$ cat src/gtc_consts.svh
// Constants for the general purpose input trigger block.
// Assumes inclusion by the package and the design file by bare name.
`ifndef GTC_CONSTS_SVH
`define GTC_CONSTS_SVH

// ----------------------------------------------------------------
// Register offsets
// ----------------------------------------------------------------
`define GTC_ADDR_W        4
`define GTC_OFS_MODE      4'h0
`define GTC_OFS_PORTCFG   4'h1
`define GTC_OFS_SOURCE    4'h2
`define GTC_OFS_STATUS    4'h3
`define GTC_OFS_DOUT      4'h4

// ----------------------------------------------------------------
// Field layout of a port's 5-bit configuration slice
// ----------------------------------------------------------------
`define GTC_CFG_W         5
`define GTC_CFG_FUNC_LSB  0
`define GTC_CFG_TYPE_BIT  3
`define GTC_CFG_POL_BIT   4

// ----------------------------------------------------------------
// Reset values and the port-driven source
// ----------------------------------------------------------------
`define GTC_CFG_RST       5'h00
`define GTC_SRC_RST       4'h0
`define GTC_PORT_SRC      4'hF

`endif

$ cat src/gtc_pkg.sv
// Types for the general purpose input trigger block.
// Assumes gtc_consts.svh on the include path.
`include "gtc_consts.svh"

package gtc_pkg;

  // Port function; none is the reset choice
  typedef enum logic [2:0]
  {
    GTC_FN_NONE     = 3'h0,
    GTC_FN_INSERT   = 3'h1,
    GTC_FN_OVERRIDE = 3'h2,
    GTC_FN_RESTORE  = 3'h3,
    GTC_FN_TIMECODE = 3'h4
  } gtc_func_e;

  // One port's settings
  typedef struct packed
  {
    logic      pol_high;   // High/rising when set
    logic      level;      // Level trigger when set
    gtc_func_e func;       // Port function
  } gtc_cfg_s;

  // Register port request
  typedef struct packed
  {
    logic [`GTC_ADDR_W-1:0] addr;
    logic [31:0]            wdata;
    logic                   wr;
    logic                   rd;
  } gtc_req_s;

endpackage : gtc_pkg

$ cat src/gtc_trigger.sv
// General purpose input trigger logic for a bank of ports.
// Assumes one system clock; pins arrive asynchronously.
//
// Overview of operation
// - Function none: port gives no trigger or timecode
// - Insertion function follows global encode/decode mode
// - Encode makes ports inputs, decode makes all but timecode ports outputs
// - Override trigger selects port-driven source
// - Restore edge trigger returns original source
// - Timecode function routes port to timecode line
// - Edge type fires once per edge
// - Level type fires while level held
// - High polarity: rising edge or high level
// - Low polarity: falling edge or low level
`timescale 1ns/1ps
`include "gtc_consts.svh"

module gtc_trigger #(
  parameter int NPORTS = 4
) (
  input  wire logic                   clk_i,
  input  wire logic                   reset_i,
  input  wire gtc_pkg::gtc_req_s      req_i,
  output logic [31:0]                 rdata_o,
  input  wire logic [NPORTS-1:0]      gpi_in_i,
  output logic [NPORTS-1:0]           gpi_out_o,
  output logic [NPORTS-1:0]           gpi_oe_o,
  output logic [NPORTS-1:0]           insert_trig_o,
  output logic [3:0]                  trig_source_o,
  output logic                        timecode_o
);
  import gtc_pkg::*;

  // Settings word holds 5 bits per port, so at most 6 ports fit
  if (NPORTS < 1 || NPORTS > 6)
  begin : g_bad_nports
    $error("NPORTS must be 1 to 6");
  end

  // ----------------------------------------------------------------
  // Register state
  // ----------------------------------------------------------------
  logic                  decode_r;      // 0 encode, 1 decode
  gtc_cfg_s              cfg_r [NPORTS]; // Per-port settings
  logic [3:0]            src_cfg_r;     // Configured source
  logic [3:0]            src_r;         // Source in effect
  logic [NPORTS-1:0]     dout_r;        // Decoder output levels
  logic [NPORTS-1:0]     sync1_r;       // First sync stage
  logic [NPORTS-1:0]     sync2_r;       // Second sync stage
  logic [NPORTS-1:0]     prev_r;        // Previous sample
  // Nets, as each generate pass drives its own slice
  wire [NPORTS-1:0]      fire;          // Per-port trigger
  wire [NPORTS-1:0]      ovr_fire;      // Override triggers
  wire [NPORTS-1:0]      rst_fire;      // Restore triggers
  wire [NPORTS-1:0]      ins_fire;      // Insertion triggers
  wire [NPORTS-1:0]      tc_sel;        // Timecode ports
  wire [31:0]            cfg_word;      // Packed settings view
  logic [31:0]           rdata_nxt;     // Read mux

  // ----------------------------------------------------------------
  // Input synchroniser and edge sampler
  // ----------------------------------------------------------------
  // Only sync2 is looked at; sync1 may be metastable
  always_ff @(posedge clk_i)
  begin
    if (reset_i)
    begin
      sync1_r <= '0;
      sync2_r <= '0;
      prev_r  <= '0;
    end
    else
    begin
      sync1_r <= gpi_in_i;
      sync2_r <= sync1_r;
      prev_r  <= sync2_r;
    end
  end

  // ----------------------------------------------------------------
  // Per-port trigger decode
  // ----------------------------------------------------------------
  genvar gi;
  generate
    for (gi = 0; gi < NPORTS; gi++)
    begin : g_port
      wire rise  = sync2_r[gi] & ~prev_r[gi];
      wire fall  = ~sync2_r[gi] & prev_r[gi];
      // Edge picks direction, level picks active value
      wire edge_hit = cfg_r[gi].pol_high ? rise : fall;
      wire lvl_hit  = cfg_r[gi].pol_high ? sync2_r[gi]
                                         : ~sync2_r[gi];
      // Triggers only fire in encode mode
      assign fire[gi] = ~decode_r &
                        (cfg_r[gi].level ? lvl_hit
                                         : edge_hit);
      // Function none never matches any use below
      assign ins_fire[gi] = fire[gi] &
                            (cfg_r[gi].func == GTC_FN_INSERT);
      assign ovr_fire[gi] = fire[gi] &
                            (cfg_r[gi].func == GTC_FN_OVERRIDE);
      // Restore acts on edge type only
      assign rst_fire[gi] = fire[gi] & ~cfg_r[gi].level &
                            (cfg_r[gi].func == GTC_FN_RESTORE);
      assign tc_sel[gi] = cfg_r[gi].func == GTC_FN_TIMECODE;
      assign cfg_word[gi*`GTC_CFG_W +: `GTC_CFG_W] = cfg_r[gi];
    end
  endgenerate
  if (NPORTS * `GTC_CFG_W < 32)
  begin : g_pad
    assign cfg_word[31:NPORTS*`GTC_CFG_W] = '0;
  end

  // ----------------------------------------------------------------
  // Register writes and source selection
  // ----------------------------------------------------------------
  wire wr_mode = req_i.wr & (req_i.addr == `GTC_OFS_MODE);
  wire wr_cfg  = req_i.wr & (req_i.addr == `GTC_OFS_PORTCFG);
  wire wr_src  = req_i.wr & (req_i.addr == `GTC_OFS_SOURCE);
  wire wr_dout = req_i.wr & (req_i.addr == `GTC_OFS_DOUT);

  always_ff @(posedge clk_i)
  begin
    if (reset_i)
    begin
      decode_r  <= 1'b0;
      src_cfg_r <= `GTC_SRC_RST;
      dout_r    <= '0;
      for (int i = 0; i < NPORTS; i++)
        cfg_r[i] <= `GTC_CFG_RST;
    end
    else
    begin
      if (wr_mode)
        decode_r <= req_i.wdata[0];
      if (wr_src)
        src_cfg_r <= req_i.wdata[3:0];
      if (wr_dout)
        dout_r <= req_i.wdata[NPORTS-1:0];
      // Each port has its own slice of the word
      if (wr_cfg)
        for (int i = 0; i < NPORTS; i++)
          cfg_r[i] <= req_i.wdata[i*`GTC_CFG_W +: `GTC_CFG_W];
    end
  end

  // Override wins over restore if both fire together
  always_ff @(posedge clk_i)
  begin
    if (reset_i)
      src_r <= `GTC_SRC_RST;
    else if (|ovr_fire)
      src_r <= `GTC_PORT_SRC;
    else if (|rst_fire || wr_src)
      src_r <= wr_src ? req_i.wdata[3:0] : src_cfg_r;
  end

  // ----------------------------------------------------------------
  // Outputs and read data
  // ----------------------------------------------------------------
  assign rdata_nxt =
    (req_i.addr == `GTC_OFS_MODE)    ? {31'h0, decode_r} :
    (req_i.addr == `GTC_OFS_PORTCFG) ? cfg_word :
    (req_i.addr == `GTC_OFS_SOURCE)  ? {28'h0, src_r} :
    (req_i.addr == `GTC_OFS_STATUS)  ?
      {{(32-NPORTS){1'b0}}, sync2_r} :
    (req_i.addr == `GTC_OFS_DOUT)    ?
      {{(32-NPORTS){1'b0}}, dout_r} : 32'h0;

  always_ff @(posedge clk_i)
  begin
    if (reset_i)
    begin
      rdata_o       <= '0;
      gpi_out_o     <= '0;
      gpi_oe_o      <= '0;
      insert_trig_o <= '0;
      trig_source_o <= `GTC_SRC_RST;
      timecode_o    <= 1'b0;
    end
    else
    begin
      rdata_o <= req_i.rd ? rdata_nxt : 32'h0;
      // Decode drives all but timecode ports; timecode ports stay inputs
      gpi_oe_o  <= decode_r ? ~tc_sel : '0;
      gpi_out_o <= dout_r & ~tc_sel;
      insert_trig_o <= ins_fire;
      trig_source_o <= src_r;
      timecode_o <= |(sync2_r & tc_sel);
    end
  end

  // ----------------------------------------------------------------
  // Checks
  // ----------------------------------------------------------------
  chk_edge_once: assert property (
    @(posedge clk_i) disable iff (reset_i)
    insert_trig_o[0] && !cfg_r[0].level |=> !insert_trig_o[0])
    else $error("edge trigger lasted two cycles");
  chk_decode_oe: assert property (
    @(posedge clk_i) disable iff (reset_i)
    decode_r && !tc_sel[0] |=> gpi_oe_o[0])
    else $error("decode mode left port undriven");
  chk_encode_oe: assert property (
    @(posedge clk_i) disable iff (reset_i)
    !decode_r |=> gpi_oe_o == '0)
    else $error("encode mode drove a port");
  chk_none_quiet: assert property (
    @(posedge clk_i) disable iff (reset_i)
    cfg_r[0].func == GTC_FN_NONE |=> !insert_trig_o[0])
    else $error("unconfigured port fired");
  chk_override_src: assert property (
    @(posedge clk_i) disable iff (reset_i)
    |ovr_fire |=> src_r == `GTC_PORT_SRC)
    else $error("override did not take source");
  chk_restore_src: assert property (
    @(posedge clk_i) disable iff (reset_i)
    |rst_fire && !(|ovr_fire) && !wr_src |=> src_r == $past(src_cfg_r))
    else $error("restore did not return source");
  chk_level_high: assert property (
    @(posedge clk_i) disable iff (reset_i)
    !decode_r && cfg_r[0].level && cfg_r[0].pol_high && sync2_r[0]
    && cfg_r[0].func == GTC_FN_INSERT |=> insert_trig_o[0])
    else $error("high level did not fire");
  chk_sync_delay: assert property (
    @(posedge clk_i) disable iff (reset_i)
    ##2 sync2_r == $past(gpi_in_i, 2))
    else $error("sync depth is not two");

endmodule : gtc_trigger

$ cat config.mk
export PLATFORM = sky130hd
export DESIGN_NAME = gtc_trigger
export DESIGN_NICKNAME = d
export VERILOG_FILES = /design/src/gtc_pkg.sv /design/src/gtc_trigger.sv
export VERILOG_INCLUDE_DIRS = /design/src
export SDC_FILE = /design/constraint.sdc
export NUM_CORES = 1
export LEC_CHECK = 0
export BUFFER_PORTS_ARGS = -buffer_cell sky130_fd_sc_hd__buf_2
export CAP_MARGIN = 20
export CORE_MARGIN = 5
export CORE_UTILIZATION = 25
export CTS_CLUSTER_SIZE = 28
export DETAILED_ROUTE_END_ITERATION = 8
export GPL_ROUTABILITY_DRIVEN = 0
export GPL_TIMING_DRIVEN = 0
export PLACE_DENSITY = 0.52
export SYNTH_ARGS = -nofsm -noshare
export SYNTH_HDL_FRONTEND = slang
export SYNTH_SLANG_ARGS = --single-unit
export TNS_END_PERCENT = 1
$ cat constraint.sdc
create_clock -name clk_i -period 2 [get_ports clk_i]
set_input_delay 0.1 -clock clk_i [delete_from_list [all_inputs] [get_ports clk_i]]
set_output_delay 0.1 -clock clk_i [all_outputs]
set_load 0.02 [all_outputs]
; ---- After elaboration in Yosys (flattened, before gate mapping)
; Memories as Yosys holds them, arrays and structs flattened.
; Index checks and enable logic that the tools add are counted.
[totals]
mem_bits_rw = 20
wordCells = 128
out_inout_bits = 49
memories = 1
input_bits = 44
reg_bits = 74
[memory_table]
columns = name, words, word_bits, read_ports, rd_clocked_by_memory_dff, write_ports, line
row1 = cfg_r, 4, 5, 4, 0, 4, gtc_trigger.sv:44  ; gtc_cfg_s cfg_r [NPORTS];
[op_classes]
eq_ne = 20
bitwise = 53
reduce_logical = 10
mux = 29
[op_table]
columns = cell, n
row1 = bitwise AND 1 bit, 32
row2 = equality test 3 x 2 -> 1 bit (second input constant), 8
row3 = two-way mux 4 bit, 6
row4 = two-way mux 20 bit, 1
row5 = two-way mux 5 bit, 4
row6 = two-way mux 1 bit, 18
row7 = inverter 1 bit, 14
row8 = equality test 3 x 1 -> 1 bit (second input constant), 4
row9 = equality test 3 bit (second input constant), 4
row10 = OR reduction 4 bit, 3
row11 = bitwise AND 4 bit, 2
row12 = equality test 4 x 2 -> 1 bit (second input constant), 2
row13 = OR reduction 6 bit, 1
row14 = equality test 4 x 1 -> 1 bit (second input constant), 1
row15 = equality test 4 x 3 -> 1 bit (second input constant), 1
row16 = logical NOT 4 bit, 1
row17 = inverter 4 bit, 1
row18 = bitwise OR 1 bit, 4
row19 = OR reduction 2 bit, 2
row20 = OR reduction 3 bit, 1
row21 = nonzero test 2 bit, 1
row22 = logical OR 1 bit, 1

; ---- Logic depth before layout (Yosys ltp)
; Gate-level depths: netlist (run 1).
[depth]
depth_word = 11
mapped_depth = 7
mapped_depth_nobuf = 6

; ---- Worst setup path after synthesis (run 1)
; OpenSTA, ideal clock, no wires.
[synth_path]
kind = input -> register
from = input req_i[36] (netlist name)
to = memory cfg_r[0][0] (netlist name) (enable)
required_time_ps = 1620
n_path_buf = 2
path_stages = 5
setup_slack_ps = 297
setup_time_ps = 380
arrival_time_ps = 1323
cell_sequence = buf_2 -> nor4b_2 -> clkbuf_1 -> nand2_1 -> nand2b_1
[synth_rtl]
columns = element, line
row1 = "start, declared", gtc_trigger.sv:23  ; input wire gtc_pkg::gtc_req_s req_i,
row2 = "end, declared", gtc_trigger.sv:44

==> flow_summary.json, run 1 <==
{
  "grt_overflow_total": 0,
  "ys.flop_type": "dfxtp_1",
  "min_from": "req_i[6]",
  "critPathRequiredTime_ns": 2.26,
  "crit_path_cell_trace": "xor2_1, or3_4, or4b_1, nand3_1, a21oi_2, a21oi_1",
  "crit_start": "cfg_r[3][4]",
  "maxCapViolCount": 0,
  "die_x_um": 122.6,
  "top_regs": "cfg_r: 20 flops, rdata_o: 20 flops",
  "drt_iter0_drc": 77,
  "place.detailed.hpwl_um": 6125,
  "power_leakage_nw": 1.854,
  "rsz0062_at_grt": "false",
  "tightest_slew_ns": 0.6219,
  "fmax_mhz": 536.9,
  "avgSynthCellArea_um2": 10.97,
  "min_period_ns": 1.863,
  "cts_max_level": 3,
  "rr_worst_depth": 6,
  "rrSetupSlack_ns": 0.14,
  "fin_cells": 558,
  "crit_arrival_ns": 2.12,
  "cts_tree": "built",
  "period_share_pct": 93.13,
  "setup_viol": 0,
  "post_cts_buffers": 0,
  "dr.pass1.iters": 4,
  "vias": 2263,
  "crit_type": "reg -> reg",
  "hold_path_end": "cfg_r[0][4]",
  "layout_setup_ws_ns": 0.1374,
  "rr_startpoint": "cfg_r[3][4]",
  "whs_ns": 0.03855,
  "diodes": 0,
  "clock_latency_ns": 0.34,
  "cellPowerDensity_nw_per_um2": 888.7,
  "netlist_area_um2": 3169,
  "cpPeakStageDelay_ns": 0.53,
  "die_area_um2": 15030,
  "hold_viol": 0,
  "async_reset_ff_share_pct": 0,
  "postSynthCellCount": 289,
  "placed_area_um2": 3756,
  "final_nets": 425,
  "min_delay_path_depth": 2,
  "slew_viol_final": 0,
  "skew_ns": 0.007460,
  "ir_drop_v": 0.0004037,
  "viasPerCell": 4.056,
  "fp-row-count": 41,
  "clk_pin_slew_worst_paths_ns": 0.06,
  "relSlewSlack_pct": 58.45,
  "start_util_pct": 25.32,
  "pre_cts_ws_ns": -0.2650,
  "clockBufferDepth": 2,
  "seq_area_frac_synth_pct": 58.11,
  "ant_nets": 0,
  "regToRegEndpoint": "src_r[0]",
  "core_um2": 12520,
  "port_buffers": 66,
  "ys_ff_latch": 82,
  "dieHeight_um": 122.6,
  "grt_pass1_wl_um": 12350,
  "crit_fanout": 4,
  "cts-buffers-inserted": 9,
  "synth_cell_types": 48,
  "drive_gt1_share_pct": 27.20,
  "status": "complete, no violations",
  "synth_warnings": 0,
  "antenna_found_initial": 1,
  "tns_ns": 0,
  "drc_errors": 0,
  "first_global_vias": 2390,
  "wirelength_um": 7881,
  "synth_edf_count": 20,
  "crit_path_start_kind": "flop",
  "place_inst": 538,
  "post_drt_wl_per_cell_um": 14.12,
  "grt_max_degree": 21,
  "cts.sink_count": 82,
  "hp-class": "in -> reg",
  "design_area_um2": 4094,
  "syn2layout_area_growth_pct": 29.17,
  "cts_root_buf": "clkbuf_16",
  "crit_slowest_cell": "or4b_1",
  "grt_usage_pct": 10.99,
  "worstSetupEndpointType": "flop",
  "io_pins": 93
}
==> critical path: cells and delay by family (launching register included) <==
| family | cells | cell delay (ns) |
|---|---|---|
| xor gates and xnor gates | 1 | 0.16 |
| and+or+nand+nor | 3 | 0.98 |
| DFF | 1 | 0.42 |
| AOI/OAI and AO/OA | 2 | 0.24 |
==> stage by stage <==
step	total power, mW	util (%)
detailed placement	2.096	30.01
CTS	3.681	32.59
global placement	2.092	30.01
global route	3.789	32.71
finish	3.638	32.71
floorplan	1.992	-
==> worst max-delay path by stage <==
stage,endpoint,slack [ns],cells past startpoint
2_1_floorplan,cfg_r[0][0],0.30,5
3_3_place_gp,cfg_r[2][2],-0.24,5
3_5_place_dp,cfg_r[2][1],-0.27,5
4_1_cts,src_r[0],0.002,6
5_1_grt,src_r[1],0.007,6
6_report,src_r[0],0.14,6
==> report_power, final <==
group,total (mW),internal [mW],switching [mW],leakage (nW)
logic,0.268,0.113,0.155,1.02
registers,1.80,1.76,0.0457,0.695
clock network,1.57,0.971,0.598,0.135
total,3.64,2.84,0.799,1.85
==> routing by layer <==
| layer | vias to the layer above | wire, um | GRT usage (%) |
|---|---|---|---|
| li1 | 1166 | - | - |
| met1 | 1029 | 3441 | 13.02 |
| met2 | 53 | 3810 | 18.41 |
| met3 | 13 | 467 | 3.134 |
| met4 | 2 | 148 | 5.038 |
| met5 | - | 13 | 0 |
==> cell usage in the layout, fill, tap and decap left out, types with 2 or more instances in the layout <==
cell type and instances:
o21ai_1 4, edfxtp_1 20, nand2_1 4, buf_4 12
clkbuf_16 9, nand4b_1 2, clkbuf_1 12, and2_1 21
a21oi_1 11, mux2_2 2, nor2b_1 17, o211ai_1 3
nor4_1 3, xor2_1 4, dlygate4sd3_1 4, and3_1 16
nor2_1 28, buf_2 68, a31oi_1 4, nand3_1 2
nor3_1 7, mux2i_1 12, inv_1 6, a22oi_1 2
nor3b_1 8, nand2b_1 5, dfxtp_1 62, conb_1 12
o21ai_0 2
==> synthesized netlist by cell type, types with 2 or more instances <==
| master | count | share of area (%) |
|---|---|---|
| dfxtp_1 | 62 | 39 |
| nor2_1 | 28 | 3.3 |
| and2_1 | 21 | 4.1 |
| edfxtp_1 | 20 | 19 |
| nor2b_1 | 17 | 3.4 |
| and3_1 | 16 | 3.2 |
| buf_4 | 12 | 2.8 |
| mux2i_1 | 12 | 3.8 |
| a21oi_1 | 11 | 1.7 |
| nor3b_1 | 8 | 1.9 |
| clkbuf_1 | 7 | 0.83 |
| nor3_1 | 7 | 1.1 |
| inv_1 | 6 | 0.71 |
| nand2b_1 | 6 | 1.2 |
| a31oi_1 | 4 | 0.79 |
| nand2_1 | 4 | 0.47 |
| o21ai_1 | 4 | 0.63 |
| xor2_1 | 4 | 1.1 |
| nor4_1 | 3 | 0.59 |
| o211ai_1 | 3 | 0.71 |
| a22oi_1 | 2 | 0.47 |
| buf_2 | 2 | 0.32 |
| mux2_2 | 2 | 0.71 |
| nand3_1 | 2 | 0.32 |
| nand4b_1 | 2 | 0.55 |
| o21ai_0 | 2 | 0.32 |
==> cell type report <==
class	count	area, um2
plain buffers	24	166.4
clock buffers	14	244.0
clock inverters	2	38.79
fillers	1301	8423
inverters	6	22.52
multi-input cells	188	1195
flip-flops and latches	82	1842
well taps	172	215.2
repair buffers	70	370.4
==> cell families after synthesis <==
| logic type | synth area share [%] |
|---|---|
| muxes | 4.501 |
| AOI/OAI and AO/OA | 6.395 |
| xor gates and xnor gates | 1.382 |
| buffers and inverters | 5.961 |
| DFF | 58.11 |
| other | 0.1183 |
| and+or+nand+nor | 23.53 |
==> what timing repair did <==
item,CTS,global route
hold buffers,4,0
gates resized for setup,0,4
endpoints found under the hold margin,4,0
setup endpoints to repair,0,24
(Power assumes the default switching activity.)
==> run 2: changes to the inputs <==
--- a/config.mk
+++ b/config.mk
@@ -6,15 +6,15 @@
 export SDC_FILE = /design/constraint.sdc
 export NUM_CORES = 1
 export LEC_CHECK = 0
-export BUFFER_PORTS_ARGS = -buffer_cell sky130_fd_sc_hd__buf_2
 export CAP_MARGIN = 20
 export CORE_MARGIN = 5
 export CORE_UTILIZATION = 25
 export CTS_CLUSTER_SIZE = 28
 export DETAILED_ROUTE_END_ITERATION = 8
+export DONT_BUFFER_PORTS = 1
 export GPL_ROUTABILITY_DRIVEN = 0
 export GPL_TIMING_DRIVEN = 0
-export PLACE_DENSITY = 0.52
+export PLACE_DENSITY = 0.45
 export SYNTH_ARGS = -nofsm -noshare
 export SYNTH_HDL_FRONTEND = slang
 export SYNTH_SLANG_ARGS = --single-unit
==> flow_summary.json, run 2 (synthesized netlist as in run 1, its figures left out) <==
{
  "grt_usage_pct": 11.35,
  "power_leakage_nw": 1.656,
  "rr_startpoint": "sync2_r[0]",
  "design_area_um2": 4038,
  "dieHeight_um": 122.6,
  "vias": 2209,
  "ir_drop_v": 0.0004237,
  "grt_max_degree": 21,
  "multi_input_area_um2": 1195,
  "critical_path_buf_inv_count": 0,
  "crit_start": "sync2_r[0]",
  "die_x_um": 122.6,
  "antenna_found_initial": 0,
  "mostFrequentLayoutCells": "62 x dfxtp_1, 30 x dlygate4sd3_1, 28 x nor2_1",
  "start_util_pct": 25.32,
  "crit_slowest_cell": "dfxtp_1",
  "slew_viol_final": 0,
  "cpPeakStageDelay_ns": 0.46,
  "grtUsageMet1_pct": 13.84,
  "rsz0062_at_grt": "false",
  "maxCapViolCount": 0,
  "status": "complete, no violations",
  "post_drt_wl_per_cell_um": 16.03,
  "crit_type": "reg -> reg",
  "setup_viol": 0,
  "clk_pin_slew_worst_paths_ns": 0.06,
  "critPathRequiredTime_ns": 2.20,
  "rrSetupSlack_ns": 0.17,
  "nFillCells": 1324,
  "fmax_mhz": 545.1,
  "regArea_um2": 1842,
  "crit_arrival_ns": 2.04,
  "period_share_pct": 91.73,
  "viasPerCell": 4.273,
  "top_regs": "cfg_r: 20 flops, rdata_o: 20 flops",
  "whs_ns": 0.01235,
  "diodes": 0,
  "cts_max_level": 3,
  "cts.sink_count": 82,
  "relSlewSlack_pct": 48.86,
  "cellPowerDensity_nw_per_um2": 920.5,
  "tightest_slew_ns": 0.7654,
  "cts_tree": "built",
  "crit_fanout": 5,
  "layout_setup_ws_ns": 0.1653,
  "first_global_vias": 2230,
  "drt_iter0_drc": 81,
  "core_um2": 12520,
  "port_buffers": 0,
  "final_common_cell": "dfxtp_1",
  "pre_cts_ws_ns": -0.3220,
  "io_pins": 93,
  "drive_gt1_share_pct": 11.59,
  "hold_viol": 0,
  "placed_area_um2": 3426,
  "crit_path_cell_trace": "xor2_1, o2111ai_1, o211ai_1, nor3_4, mux2i_1, o21ai_1",
  "min_period_ns": 1.835,
  "regToRegEndpoint": "src_r[1]",
  "grt_use_met2_pct": 18.34,
  "hp-class": "in -> reg",
  "grt_use_met3_pct": 3.641,
  "fp-row-count": 41,
  "skew_ns": 0.007279,
  "cp_num_cells": 6,
  "cts_root_buf": "clkbuf_16",
  "cts-buffers-inserted": 9,
  "final_nets": 385,
  "wirelength_um": 8286,
  "clock_latency_ns": 0.34,
  "crit_family": "compound AO/OA/AOI/OAI gates",
  "place.detailed.hpwl_um": 6126,
  "cp-endpoint": "src_r[1]",
  "top_usage_layer": "met2",
  "grt_overflow_total": 0,
  "syn2layout_area_growth_pct": 27.40,
  "worstSetupEndpointType": "flop",
  "crit_path_start_kind": "flop",
  "die_area_um2": 15030,
  "clockBufferDepth": 2,
  "dr.pass1.iters": 4,
  "ant_nets": 0,
  "grt_pass1_wl_um": 12630,
  "rr_worst_depth": 6,
  "drc_errors": 0
}
-- run 2: cell count changes in the layout (fill, tap and decap cells not counted) --
| cell | previous run | this run |
|---|---|---|
| clkinv_4 | 1 | 0 |
| buf_2 | 68 | 2 |
| clkbuf_1 | 12 | 10 |
| clkinv_2 | 0 | 1 |
| dlygate4sd3_1 | 4 | 30 |
| clkbuf_16 | 9 | 10 |
-- run 2: final cells by class --
| class | count | area share [%] |
|---|---|---|
| Inverter | 6 | 0.5578 |
| Clock buffer | 13 | 6.477 |
| Tap cell | 172 | 5.330 |
| Buffer | 24 | 4.121 |
| Sequential cell | 82 | 45.62 |
| Multi-Input combinational cell | 188 | 29.59 |
| Clock inverter | 2 | 0.8677 |
| Timing Repair Buffer | 30 | 7.437 |
-- run 2: per-stage QoR --
stage                     TNS, ns  cells  power, mW  util (%)
after global placement     -5.494    472      2.048     27.37
final                           0    517      3.716     32.26
after global routing            0    517      3.863     32.26
after detailed placement   -6.417    472      2.050     27.37
after floorplan                 0    300      1.992         -
after CTS                       0    517      3.761     32.14
-- run 2: layer usage --
layer | vias up | part of all wire (%)
li1 | 1084 | -
met1 | 1036 | 43
met2 | 71 | 49
met3 | 18 | 6.3
met4 | 0 | 2.4
met5 | - | 0
-- run 2: timing repair --
action                     4_1_cts  5_1_grt
gates resized for setup          0        4
setup buffers                    0        0
setup endpoints to repair        0       24
hold buffers                    30        0
hold endpoints to repair        39        0
-- run 2: worst min-delay path by stage --
stage	from	endpoint	slack (ns)	cells past startpoint
floorplan	reset_i	trig_source_o[1]	0.18	1
detailed placement	reset_i	trig_source_o[3]	0.20	1
global placement	reset_i	trig_source_o[1]	0.19	1
finish	reset_i	src_cfg_r[2]	0.01	2
global route	reset_i	src_cfg_r[3]	0.02	2
CTS	req_i[37]	rdata_o[2]	0.002	3
-- run 2: worst reg2reg max path, stage by stage (launching register included) --
cell       delay [ns]
dfxtp_1          0.46
xor2_1           0.14
o2111ai_1        0.24
o211ai_1         0.18
nor3_4           0.36
mux2i_1          0.25
o21ai_1          0.08
-- run 2: power by group --
part / internal [mW] / switching (mW) / leakage [nW] / total, mW
combinational: 0.120 / 0.132 / 0.816 / 0.252
sequential: 1.76 / 0.0593 / 0.695 / 1.81
clock: 1.03 / 0.615 / 0.145 / 1.65
total: 2.91 / 0.806 / 1.66 / 3.72
